[src/verilog/opdec_pkg.sv]
// Package of opcode decoder types, encodings and constants.
package opdec_pkg;

    // Operation classes.
    typedef enum logic [2:0] {
        CLS_REGMEM  = 3'h0,
        CLS_RMW     = 3'h1,
        CLS_BRANCH  = 3'h2,
        CLS_BITMAN  = 3'h3,
        CLS_CONTROL = 3'h4,
        CLS_NONE    = 3'h7
    } op_class_t;

    // Addressing modes, nine documented plus none.
    typedef enum logic [3:0] {
        AM_IMMEDIATE = 4'h0,
        AM_DIRECT    = 4'h1,
        AM_SHORT     = 4'h2,
        AM_EXTENDED  = 4'h3,
        AM_RELATIVE  = 4'h4,
        AM_BITSETCLR = 4'h5,
        AM_BITTEST   = 4'h6,
        AM_INDIRECT  = 4'h7,
        AM_INHERENT  = 4'h8,
        AM_NONE      = 4'hF
    } addr_mode_t;

    // Operations.
    typedef enum logic [4:0] {
        OP_NONE        = 5'h00,
        OP_LOAD_ACC    = 5'h01,
        OP_STORE_ACC   = 5'h02,
        OP_ADD         = 5'h03,
        OP_SUB         = 5'h04,
        OP_COMPARE     = 5'h05,
        OP_AND         = 5'h06,
        OP_CALL        = 5'h07,
        OP_JUMP        = 5'h08,
        OP_MOVE_IMM    = 5'h09,
        OP_COMPL_ACC   = 5'h0A,
        OP_ROTATE_ACC  = 5'h0B,
        OP_STEP_UP     = 5'h0C,
        OP_STEP_DOWN   = 5'h0D,
        OP_BRANCH      = 5'h0E,
        OP_BIT_SET     = 5'h0F,
        OP_BIT_CLEAR   = 5'h10,
        OP_BIT_TEST    = 5'h11,
        OP_RETURN      = 5'h12,
        OP_RETURN_INT  = 5'h13
    } op_kind_t;

    // Operand sources.
    typedef enum logic [1:0] {
        SRC_NONE   = 2'h0,
        SRC_ACC    = 2'h1,
        SRC_MEMORY = 2'h2,
        SRC_PROG   = 2'h3
    } op_src_t;

    // Destinations.
    typedef enum logic [1:0] {
        DST_NONE   = 2'h0,
        DST_ACC    = 2'h1,
        DST_MEMORY = 2'h2,
        DST_PC     = 2'h3
    } op_dst_t;

    // Decoded instruction word.
    typedef struct packed {
        logic       valid;
        op_class_t  op_class;
        addr_mode_t mode;
        op_kind_t   kind;
        op_src_t    src_a;
        op_src_t    src_b;
        op_dst_t    dst;
        logic       rmw;
        logic       addr_fixed;
        logic [7:0] data_addr;
        logic [3:0] target_hi;
        logic [1:0] length;
        logic [2:0] cycles;
    } decode_t;

    // Data-space locations.
    localparam logic [7:0] X_POINTER_ADDR = 8'h80;
    localparam logic [7:0] Y_POINTER_ADDR = 8'h81;
    localparam logic [7:0] ACC_ADDR       = 8'hFF;
    localparam logic [7:0] SHORT_BASE     = 8'h80;
    localparam int         PTR_SEL_BIT    = 4;

    // Opcode encodings.
    localparam logic [7:0] LOAD_IND_X   = 8'hE0;
    localparam logic [7:0] LOAD_IND_Y   = 8'hF0;
    localparam logic [7:0] LOAD_IMM     = 8'hE8;
    localparam logic [7:0] LOAD_DIR     = 8'hF8;
    localparam logic [5:0] LOAD_SHORT   = 6'h2B;
    localparam logic [7:0] STORE_IND_X  = 8'hE1;
    localparam logic [7:0] STORE_IND_Y  = 8'hF1;
    localparam logic [7:0] STORE_DIR    = 8'hF9;
    localparam logic [5:0] STORE_SHORT  = 6'h2F;
    localparam logic [3:0] CALL_NIBBLE  = 4'h8;
    localparam logic [3:0] JUMP_NIBBLE  = 4'h9;
    localparam logic [7:0] ALU_IND_X_LO = 8'hE2;
    localparam logic [7:0] ALU_IND_X_HI = 8'hE5;
    localparam logic [7:0] ALU_IMM_LO   = 8'hEA;
    localparam logic [7:0] ALU_IMM_HI   = 8'hED;
    localparam logic [7:0] ALU_DIR_LO   = 8'hFA;
    localparam logic [7:0] ALU_DIR_HI   = 8'hFD;
    localparam logic [7:0] MOVE_IMM     = 8'hB0;
    localparam logic [7:0] COMPL_ACC    = 8'hB4;
    localparam logic [7:0] ROTATE_ACC   = 8'hB5;
    localparam logic [7:0] INC_IND_X    = 8'hE6;
    localparam logic [7:0] INC_IND_Y    = 8'hF6;
    localparam logic [7:0] INC_DIR      = 8'hFE;
    localparam logic [5:0] INC_SHORT    = 6'h2A;
    localparam logic [7:0] DEC_IND_X    = 8'hE7;
    localparam logic [7:0] DEC_IND_Y    = 8'hF7;
    localparam logic [7:0] DEC_DIR      = 8'hFF;
    localparam logic [5:0] DEC_SHORT    = 6'h2E;
    localparam logic [7:0] RETURN_SUB   = 8'hB3;
    localparam logic [7:0] RETURN_INT   = 8'hB2;
    localparam logic [4:0] BITSET_BASE  = 5'h1B;
    localparam logic [4:0] BITCLR_BASE  = 5'h1A;
    localparam logic [4:0] BRSET_BASE   = 5'h19;
    localparam logic [4:0] BRCLR_BASE   = 5'h18;

    // Instruction lengths and cycle counts.
    localparam logic [1:0] LEN_ONE    = 2'h1;
    localparam logic [1:0] LEN_TWO    = 2'h2;
    localparam logic [1:0] LEN_THREE  = 2'h3;
    localparam logic [2:0] CYC_FOUR   = 3'h4;
    localparam logic [2:0] CYC_TWO    = 3'h2;
    localparam logic [2:0] CYC_FIVE   = 3'h5;
    localparam logic [2:0] CYC_NONE   = 3'h1;

endpackage

[src/verilog/opdec_table.sv]
// Combinational opcode table: one byte in, one decoded word out.
`timescale 1ns/1ps
module opdec_table (
    input  wire logic [7:0]        opcode_i,
    output opdec_pkg::decode_t     dec_o
);

    wire       is_ptr_y = opcode_i[opdec_pkg::PTR_SEL_BIT];
    wire [7:0] short_ad = opdec_pkg::SHORT_BASE | {6'h00, opcode_i[1:0]};
    wire [7:0] ptr_ad   = is_ptr_y ? opdec_pkg::Y_POINTER_ADDR : opdec_pkg::X_POINTER_ADDR;
    wire [1:0] alu_sel  = opcode_i[1:0] - 2'h2;
    wire       alu_ind  = (opcode_i[3:0] >= 4'h2) && (opcode_i[3:0] <= 4'h5)
                          && (opcode_i[7:5] == 3'h7);
    wire       alu_imm  = (opcode_i >= opdec_pkg::ALU_IMM_LO) && (opcode_i <= opdec_pkg::ALU_IMM_HI);
    wire       alu_dir  = (opcode_i >= opdec_pkg::ALU_DIR_LO) && (opcode_i <= opdec_pkg::ALU_DIR_HI);
    wire       ind_form = (opcode_i[7:5] == 3'h7) && (opcode_i[3] == 1'b0);

    always_comb begin
        opdec_pkg::op_kind_t alu_kind;
        alu_kind = opdec_pkg::OP_ADD;
        case (alu_sel)
            2'h0: alu_kind = opdec_pkg::OP_ADD;
            2'h1: alu_kind = opdec_pkg::OP_SUB;
            2'h2: alu_kind = opdec_pkg::OP_COMPARE;
            default: alu_kind = opdec_pkg::OP_AND;
        endcase
        dec_o            = '0;
        dec_o.op_class   = opdec_pkg::CLS_NONE;
        dec_o.mode       = opdec_pkg::AM_NONE;
        dec_o.kind       = opdec_pkg::OP_NONE;
        dec_o.length     = opdec_pkg::LEN_ONE;
        dec_o.cycles     = opdec_pkg::CYC_NONE;
        dec_o.target_hi  = opcode_i[3:0];
        if (ind_form) begin
            dec_o.data_addr  = ptr_ad;
            dec_o.addr_fixed = 1'b1;
        end
        if (opcode_i == opdec_pkg::LOAD_IND_X || opcode_i == opdec_pkg::LOAD_IND_Y ||
            opcode_i == opdec_pkg::LOAD_IMM || opcode_i == opdec_pkg::LOAD_DIR ||
            opcode_i[7:2] == opdec_pkg::LOAD_SHORT) begin
            dec_o.valid    = 1'b1;
            dec_o.op_class = opdec_pkg::CLS_REGMEM;
            dec_o.kind     = opdec_pkg::OP_LOAD_ACC;
            dec_o.src_b    = (opcode_i == opdec_pkg::LOAD_IMM) ? opdec_pkg::SRC_PROG
                                                               : opdec_pkg::SRC_MEMORY;
            dec_o.dst      = opdec_pkg::DST_ACC;
            dec_o.cycles   = opdec_pkg::CYC_FOUR;
        end
        else if (opcode_i == opdec_pkg::STORE_IND_X || opcode_i == opdec_pkg::STORE_IND_Y ||
                 opcode_i == opdec_pkg::STORE_DIR || opcode_i[7:2] == opdec_pkg::STORE_SHORT) begin
            dec_o.valid    = 1'b1;
            dec_o.op_class = opdec_pkg::CLS_REGMEM;
            dec_o.kind     = opdec_pkg::OP_STORE_ACC;
            dec_o.src_a    = opdec_pkg::SRC_ACC;
            dec_o.dst      = opdec_pkg::DST_MEMORY;
            dec_o.cycles   = opdec_pkg::CYC_FOUR;
        end
        else if (alu_ind || alu_imm || alu_dir) begin
            dec_o.valid    = 1'b1;
            dec_o.op_class = opdec_pkg::CLS_REGMEM;
            dec_o.kind     = alu_kind;
            dec_o.src_a    = opdec_pkg::SRC_ACC;
            dec_o.src_b    = alu_imm ? opdec_pkg::SRC_PROG : opdec_pkg::SRC_MEMORY;
            dec_o.dst      = (alu_kind == opdec_pkg::OP_COMPARE) ? opdec_pkg::DST_NONE
                                                                 : opdec_pkg::DST_ACC;
            dec_o.cycles   = opdec_pkg::CYC_FOUR;
        end
        else if (opcode_i[7:4] == opdec_pkg::CALL_NIBBLE ||
                 opcode_i[7:4] == opdec_pkg::JUMP_NIBBLE) begin
            dec_o.valid    = 1'b1;
            dec_o.op_class = opdec_pkg::CLS_REGMEM;
            dec_o.mode     = opdec_pkg::AM_EXTENDED;
            dec_o.kind     = opcode_i[4] ? opdec_pkg::OP_JUMP : opdec_pkg::OP_CALL;
            dec_o.dst      = opdec_pkg::DST_PC;
            dec_o.length   = opdec_pkg::LEN_TWO;
            dec_o.cycles   = opdec_pkg::CYC_FOUR;
        end
        else if (opcode_i == opdec_pkg::MOVE_IMM) begin
            dec_o.valid    = 1'b1;
            dec_o.op_class = opdec_pkg::CLS_REGMEM;
            dec_o.mode     = opdec_pkg::AM_IMMEDIATE;
            dec_o.kind     = opdec_pkg::OP_MOVE_IMM;
            dec_o.src_b    = opdec_pkg::SRC_PROG;
            dec_o.dst      = opdec_pkg::DST_MEMORY;
            dec_o.length   = opdec_pkg::LEN_THREE;
            dec_o.cycles   = opdec_pkg::CYC_FOUR;
        end
        else if (opcode_i == opdec_pkg::COMPL_ACC || opcode_i == opdec_pkg::ROTATE_ACC) begin
            dec_o.valid    = 1'b1;
            dec_o.op_class = opdec_pkg::CLS_REGMEM;
            dec_o.mode     = opdec_pkg::AM_INHERENT;
            dec_o.kind     = opcode_i[0] ? opdec_pkg::OP_ROTATE_ACC : opdec_pkg::OP_COMPL_ACC;
            dec_o.src_a    = opdec_pkg::SRC_ACC;
            dec_o.dst      = opdec_pkg::DST_ACC;
            dec_o.cycles   = opdec_pkg::CYC_FOUR;
        end
        else if (opcode_i == opdec_pkg::INC_IND_X || opcode_i == opdec_pkg::INC_IND_Y ||
                 opcode_i == opdec_pkg::INC_DIR || opcode_i[7:2] == opdec_pkg::INC_SHORT) begin
            dec_o.valid    = 1'b1;
            dec_o.op_class = opdec_pkg::CLS_RMW;
            dec_o.kind     = opdec_pkg::OP_STEP_UP;
            dec_o.cycles   = opdec_pkg::CYC_FOUR;
        end
        else if (opcode_i == opdec_pkg::DEC_IND_X || opcode_i == opdec_pkg::DEC_IND_Y ||
                 opcode_i == opdec_pkg::DEC_DIR || opcode_i[7:2] == opdec_pkg::DEC_SHORT) begin
            dec_o.valid    = 1'b1;
            dec_o.op_class = opdec_pkg::CLS_RMW;
            dec_o.kind     = opdec_pkg::OP_STEP_DOWN;
            dec_o.cycles   = opdec_pkg::CYC_FOUR;
        end
        else if (opcode_i[7:3] == opdec_pkg::BITSET_BASE ||
                 opcode_i[7:3] == opdec_pkg::BITCLR_BASE) begin
            dec_o.valid    = 1'b1;
            dec_o.op_class = opdec_pkg::CLS_BITMAN;
            dec_o.mode     = opdec_pkg::AM_BITSETCLR;
            dec_o.kind     = opcode_i[3] ? opdec_pkg::OP_BIT_SET : opdec_pkg::OP_BIT_CLEAR;
            dec_o.length   = opdec_pkg::LEN_TWO;
            dec_o.cycles   = opdec_pkg::CYC_FOUR;
        end
        else if (opcode_i[7:3] == opdec_pkg::BRSET_BASE ||
                 opcode_i[7:3] == opdec_pkg::BRCLR_BASE) begin
            dec_o.valid    = 1'b1;
            dec_o.op_class = opdec_pkg::CLS_BITMAN;
            dec_o.mode     = opdec_pkg::AM_BITTEST;
            dec_o.kind     = opdec_pkg::OP_BIT_TEST;
            dec_o.length   = opdec_pkg::LEN_THREE;
            dec_o.cycles   = opdec_pkg::CYC_FIVE;
        end
        else if (opcode_i[7] == 1'b0) begin
            dec_o.valid    = 1'b1;
            dec_o.op_class = opdec_pkg::CLS_BRANCH;
            dec_o.mode     = opdec_pkg::AM_RELATIVE;
            dec_o.kind     = opdec_pkg::OP_BRANCH;
            dec_o.dst      = opdec_pkg::DST_PC;
            dec_o.cycles   = opdec_pkg::CYC_TWO;
        end
        else if (opcode_i == opdec_pkg::RETURN_SUB || opcode_i == opdec_pkg::RETURN_INT) begin
            dec_o.valid    = 1'b1;
            dec_o.op_class = opdec_pkg::CLS_CONTROL;
            dec_o.mode     = opdec_pkg::AM_INHERENT;
            dec_o.kind     = opcode_i[0] ? opdec_pkg::OP_RETURN : opdec_pkg::OP_RETURN_INT;
            dec_o.dst      = opdec_pkg::DST_PC;
            dec_o.cycles   = opdec_pkg::CYC_TWO;
        end
        // Memory-operand forms share their mode and address from the opcode shape.
        if (dec_o.valid && dec_o.mode == opdec_pkg::AM_NONE) begin
            if (ind_form) begin
                dec_o.mode = opdec_pkg::AM_INDIRECT;
            end else if (opcode_i[7:6] == 2'h2) begin
                dec_o.mode       = opdec_pkg::AM_SHORT;
                dec_o.data_addr  = short_ad;
                dec_o.addr_fixed = 1'b1;
            end else if (opcode_i[4]) begin
                dec_o.mode   = opdec_pkg::AM_DIRECT;
                dec_o.length = opdec_pkg::LEN_TWO;
            end else begin
                dec_o.mode   = opdec_pkg::AM_IMMEDIATE;
                dec_o.length = opdec_pkg::LEN_TWO;
            end
        end
        // step and bit set/clear ops are RMW
        if (dec_o.op_class == opdec_pkg::CLS_RMW ||
            dec_o.kind == opdec_pkg::OP_BIT_SET || dec_o.kind == opdec_pkg::OP_BIT_CLEAR) begin
            dec_o.rmw   = 1'b1;
            dec_o.src_b = opdec_pkg::SRC_MEMORY;
            dec_o.dst   = opdec_pkg::DST_MEMORY;
        end
    end

endmodule

[src/verilog/mcu_opcode_decoder.sv]
// Registered opcode decoder for the 8-bit core, with its decode table.
`timescale 1ns/1ps
module mcu_opcode_decoder (
    input  wire logic                sys_clk_i,
    input  wire logic                rst_i,
    input  wire logic                fetch_valid_i,
    input  wire logic [7:0]          opcode_i,
    output opdec_pkg::decode_t       decode_o,
    output logic                     decode_valid_o,
    output logic                     read_phase_o,
    output logic                     write_phase_o,
    output logic                     shift_left_hint_o
);

    opdec_pkg::decode_t table_dec;
    opdec_pkg::decode_t dec_q;
    logic               dvalid_q;
    logic [1:0]         phase_q;
    logic [1:0]         phase_d;

    opdec_table u_table (
        .opcode_i (opcode_i),
        .dec_o    (table_dec)
    );

    always_ff @(posedge sys_clk_i) begin
        if (rst_i) begin
            dec_q    <= '0;
            dvalid_q <= 1'b0;
        end else begin
            dvalid_q <= fetch_valid_i;
            if (fetch_valid_i) begin
                dec_q <= table_dec;
            end
        end
    end

    assign phase_d = (fetch_valid_i && table_dec.rmw) ? 2'h1
                   : (phase_q == 2'h1) ? 2'h2 : 2'h0;

    always_ff @(posedge sys_clk_i) begin
        if (rst_i) begin
            phase_q <= 2'h0;
        end else begin
            phase_q <= phase_d;
        end
    end

    assign decode_o       = dec_q;
    assign decode_valid_o = dvalid_q;
    assign read_phase_o   = (phase_q == 2'h1);
    assign write_phase_o  = (phase_q == 2'h2);
    assign shift_left_hint_o = dvalid_q && (dec_q.kind == opdec_pkg::OP_ADD)
                               && (dec_q.mode == opdec_pkg::AM_DIRECT);
endmodule

[config.mk]
export PLATFORM = sky130hd
export DESIGN_NAME = mcu_opcode_decoder
export DESIGN_NICKNAME = d
export VERILOG_FILES = /design/src/verilog/opdec_pkg.sv /design/src/verilog/opdec_table.sv /design/src/verilog/mcu_opcode_decoder.sv
export SDC_FILE = /design/constraint.sdc
export NUM_CORES = 1
export LEC_CHECK = 0
export BUFFER_PORTS_ARGS = -buffer_cell sky130_fd_sc_hd__buf_2
export CAP_MARGIN = 20
export CORE_MARGIN = 2
export CORE_UTILIZATION = 59
export CTS_CLUSTER_SIZE = 14
export DETAILED_ROUTE_END_ITERATION = 10
export PLACE_DENSITY_LB_ADDON = 0.15
export REMOVE_ABC_BUFFERS = 1
export SYNTH_ARGS = -nofsm -noshare
export SYNTH_HDL_FRONTEND = slang
export SYNTH_HIERARCHICAL = 1
export SYNTH_SLANG_ARGS = --single-unit
[constraint.sdc]
create_clock -name sys_clk_i -period 6.3 [get_ports sys_clk_i]
set_input_delay 0.63 -clock sys_clk_i [delete_from_list [all_inputs] [get_ports sys_clk_i]]
set_output_delay 0.63 -clock sys_clk_i [all_outputs]
set_load 0.05 [all_outputs]
==> results.toml <==
[synth]
synth-adder-area-share = 0.0297
syn_area_mm2 = 0.00252
synth_top_cells_by_area = "dfxtp_1, mux2i_1, nor2_1, o21ai_0, buf_4"
synth_compound_area_frac = 0.152
synth_mux_area_frac = 0.153
synth_xor_area_frac = 0
synth_top_family_by_area = "simple AND/OR/NAND/NOR gates"
yosysWarnings = 6
ys_ff_latch = 41
synthArstFlopShare = 0
syn_area_per_cell_um2 = 8.36
synth_top_cell_by_area = "dfxtp_1"
yosysMostFrequentCell = "nor2_1"
yosys.area_share.simple = 0.238
ys.flop_type = "dfxtp_1"
synth_edf_count = 0
yosysTopAreaCellShare = 0.325
synthTopCellsByCount = "nor2_1, dfxtp_1, mux2i_1"
syn_inst = 302
yosysSeqAreaShare = 0.325
synth_cell_types = 57

[detailed_routing]
via_count = 2333
routedWlPerCell_um = 16.0
drt-total-wl_um = 6210
drc = 0
drt_first_iter_violations = 175
drtAntennaViolNets = 0
viasPerCell = 6.01
dr.pass1.iters = 5

[clock_network]
cts_sinks = 41
clk_pin_slew_worst_paths_ps = 90
numCtsBuffers = 5
postCtsHoldBufs = 0
cts_root_buffer = "clkbuf_8"
h-tree-depth = 2
clockBufferDepth = 2
cts_resized = 0
cts_setup_buffers = 0
clk_latency_ps = 300
cts_tree = "yes"

[critical_path]
crit_type = "in2reg"
max_stage_delay_ps = 520
crit_chain = "buf_2 > inv_1 > ha_1 > nor2b_1 > and2_0 > o21ai_0 > nand2_1 > o32a_1 > inv_1 > nand2_4 > and3b_1"
critical_path_buf_inv_count = 3
cp_top_family = "compound AO/OA/AOI/OAI gates"
critPathRequiredTime_ps = 6500
worst-path-max-fanout = 9
startpoint_type = "primary input"
arrival_ps = 3210
cp-end-kind = "flip-flop"
r2r_slack_ps = 5570
crit_top_cell = "inv_1"
cp_slowest_cell = "o21ai_0"

[floorplanning]
fp.dieH_um = 69.4
core_area_mm2 = 0.00406
start_util = 0.622
io_pins = 53
die_area_mm2 = 0.00482
rows = 23
die_w_um = 69.4

[timing]
period_share = 0.478
max-slew-margin-rel = 0.365
fin_crit_ps = 3010
hold_viol_final = 0
fin_skew_ps = 0.0792
setup_tns_ps = 0
rsz0062_at_grt = "false"
fmax_mhz = 332
setup_violations = 0
fin_ws_ps = 3290
drv_slew = 0
tightest_slew_ps = 949
hold_ws_ps = 489

[power_and_ir_drop]
swShare = 0.335
intPower_w = 0.000439
netSwitchingPower_w = 0.000221
ir_drop_mv = 0.165
p_comb_frac = 0.246
p_seq_frac = 0.426
p_leak_nw = 1.34
power_density_mw_per_mm2 = 239
pwr-share-clk = 0.328

[final_layout]
final_cells = 388
nets = 354
drive_gt1_frac = 0.204
syn_to_final_growth_pct = 9.47
seq_area_um2 = 821
fillers = 345
diodes = 0
multi_input_area_mm2 = 0.00147
final_cell_area_mm2 = 0.00276

[global_route]
grt_usage = 0.262
grt_pass1_vias = 2156
grt_pass1_wl_um = 10300
overflow = 0
grt_max_degree = 42
antenna_found_initial = 0

[placed_design]
dpl.cell_count = 379
dp_hpwl_um = 4250
port_buffers = 52
post-place-ws_ps = 3070
place.gp.congestion = 0.931
placed_cell_area_mm2 = 0.00265

[outcome]
outcome = "finished clean"

[hold_path]
hold_path.class = "reg2reg"

[job]
max-cap-violations = 0
worst register-to-register path: stages (launching register included):
cell	delay (ps)
dfxtp_1	330
nor2b_1	160
and3b_1	180
per-layer routing:
| layer | part of all wire | routed length (um) | up-vias | track usage |
|---|---|---|---|---|
| li1 | - | - | 1108 | - |
| met1 | 0.43 | 2700 | 1093 | 0.343 |
| met2 | 0.47 | 2930 | 120 | 0.426 |
| met3 | 0.073 | 453 | 12 | 0.0523 |
| met4 | 0.020 | 126 | 0 | 0.100 |
| met5 | 0 | 0 | - | 0 |
layout by cell type, fill, tap and decap left out, types with 3 or more instances in the layout:
master | netlist | routed
a211oi_1 | 3 | 3
a21oi_1 | 6 | 6
buf_2 | 4 | 52
clkbuf_8 | 0 | 5
conb_1 | 1 | 6
dfxtp_1 | 41 | 41
ha_1 | 6 | 6
inv_1 | 7 | 7
mux2i_1 | 37 | 37
nand2_1 | 22 | 22
nand2b_1 | 3 | 3
nand3_1 | 4 | 4
nand3b_1 | 3 | 3
nor2_1 | 58 | 58
nor2b_1 | 7 | 7
nor3_1 | 9 | 9
o21ai_0 | 17 | 17
o31ai_1 | 4 | 4
o32ai_1 | 3 | 3
cell families (layout without fill, tap and decap cells):
| family | count (synthesis) | after routing |
|---|---|---|
| AND/OR/NAND/NOR | 125 | 125 |
| flip-flops | 41 | 41 |
| multiplexers | 38 | 38 |
| AO/OA/AOI/OAI | 53 | 53 |
| other | 1 | 6 |
| adder cells (fa/ha/maj) | 6 | 6 |
| buffers and inverters | 38 | 69 |
registers in the layout, summed over array words and instances (netlist names):
signal and flops:
decode_o 38, phase_q 2, decode_valid_o 1
worst paths after layout:
path / from / end / cells past startpoint
max: opcode_i[0] / phase_q[1]$_SDFF_PP0_ / 11
min: decode_o[18]$_SDFFE_PP0P_ / decode_o[18]$_SDFFE_PP0P_ / 2
max reg2reg: phase_q[0]$_SDFF_PP0_ / phase_q[1]$_SDFF_PP0_ / 2
min reg2reg: decode_o[18]$_SDFFE_PP0P_ / decode_o[18]$_SDFFE_PP0P_ / 2
area by class of cell:
type,count,area share
Tap cell,50,0.0226
Sequential cell,41,0.297
Inverter,7,0.00951
Multi-Input combinational cell,228,0.531
Timing Repair Buffer,54,0.0987
Clock inverter,3,0.0159
Clock buffer,5,0.0249
power groups by stage:
stage | combinational, W | sequential (W) | clock (W)
detailed placement | 0.000161 | 0.000287 | 0
CTS | 0.000161 | 0.000281 | 0.000221
floorplan | 0.0000619 | 0.000336 | 0
finish | 0.000163 | 0.000281 | 0.000216
global placement | 0.000160 | 0.000287 | 0
global route | 0.000174 | 0.000283 | 0.000229
stage by stage:
step / util / power (W)
after floorplan: - / 0.000398
after detailed placement: 0.652 / 0.000448
after global routing: 0.681 / 0.000687
final: 0.681 / 0.000660
after global placement: 0.652 / 0.000447
after CTS: 0.680 / 0.000664
(Power assumes the default switching activity.)
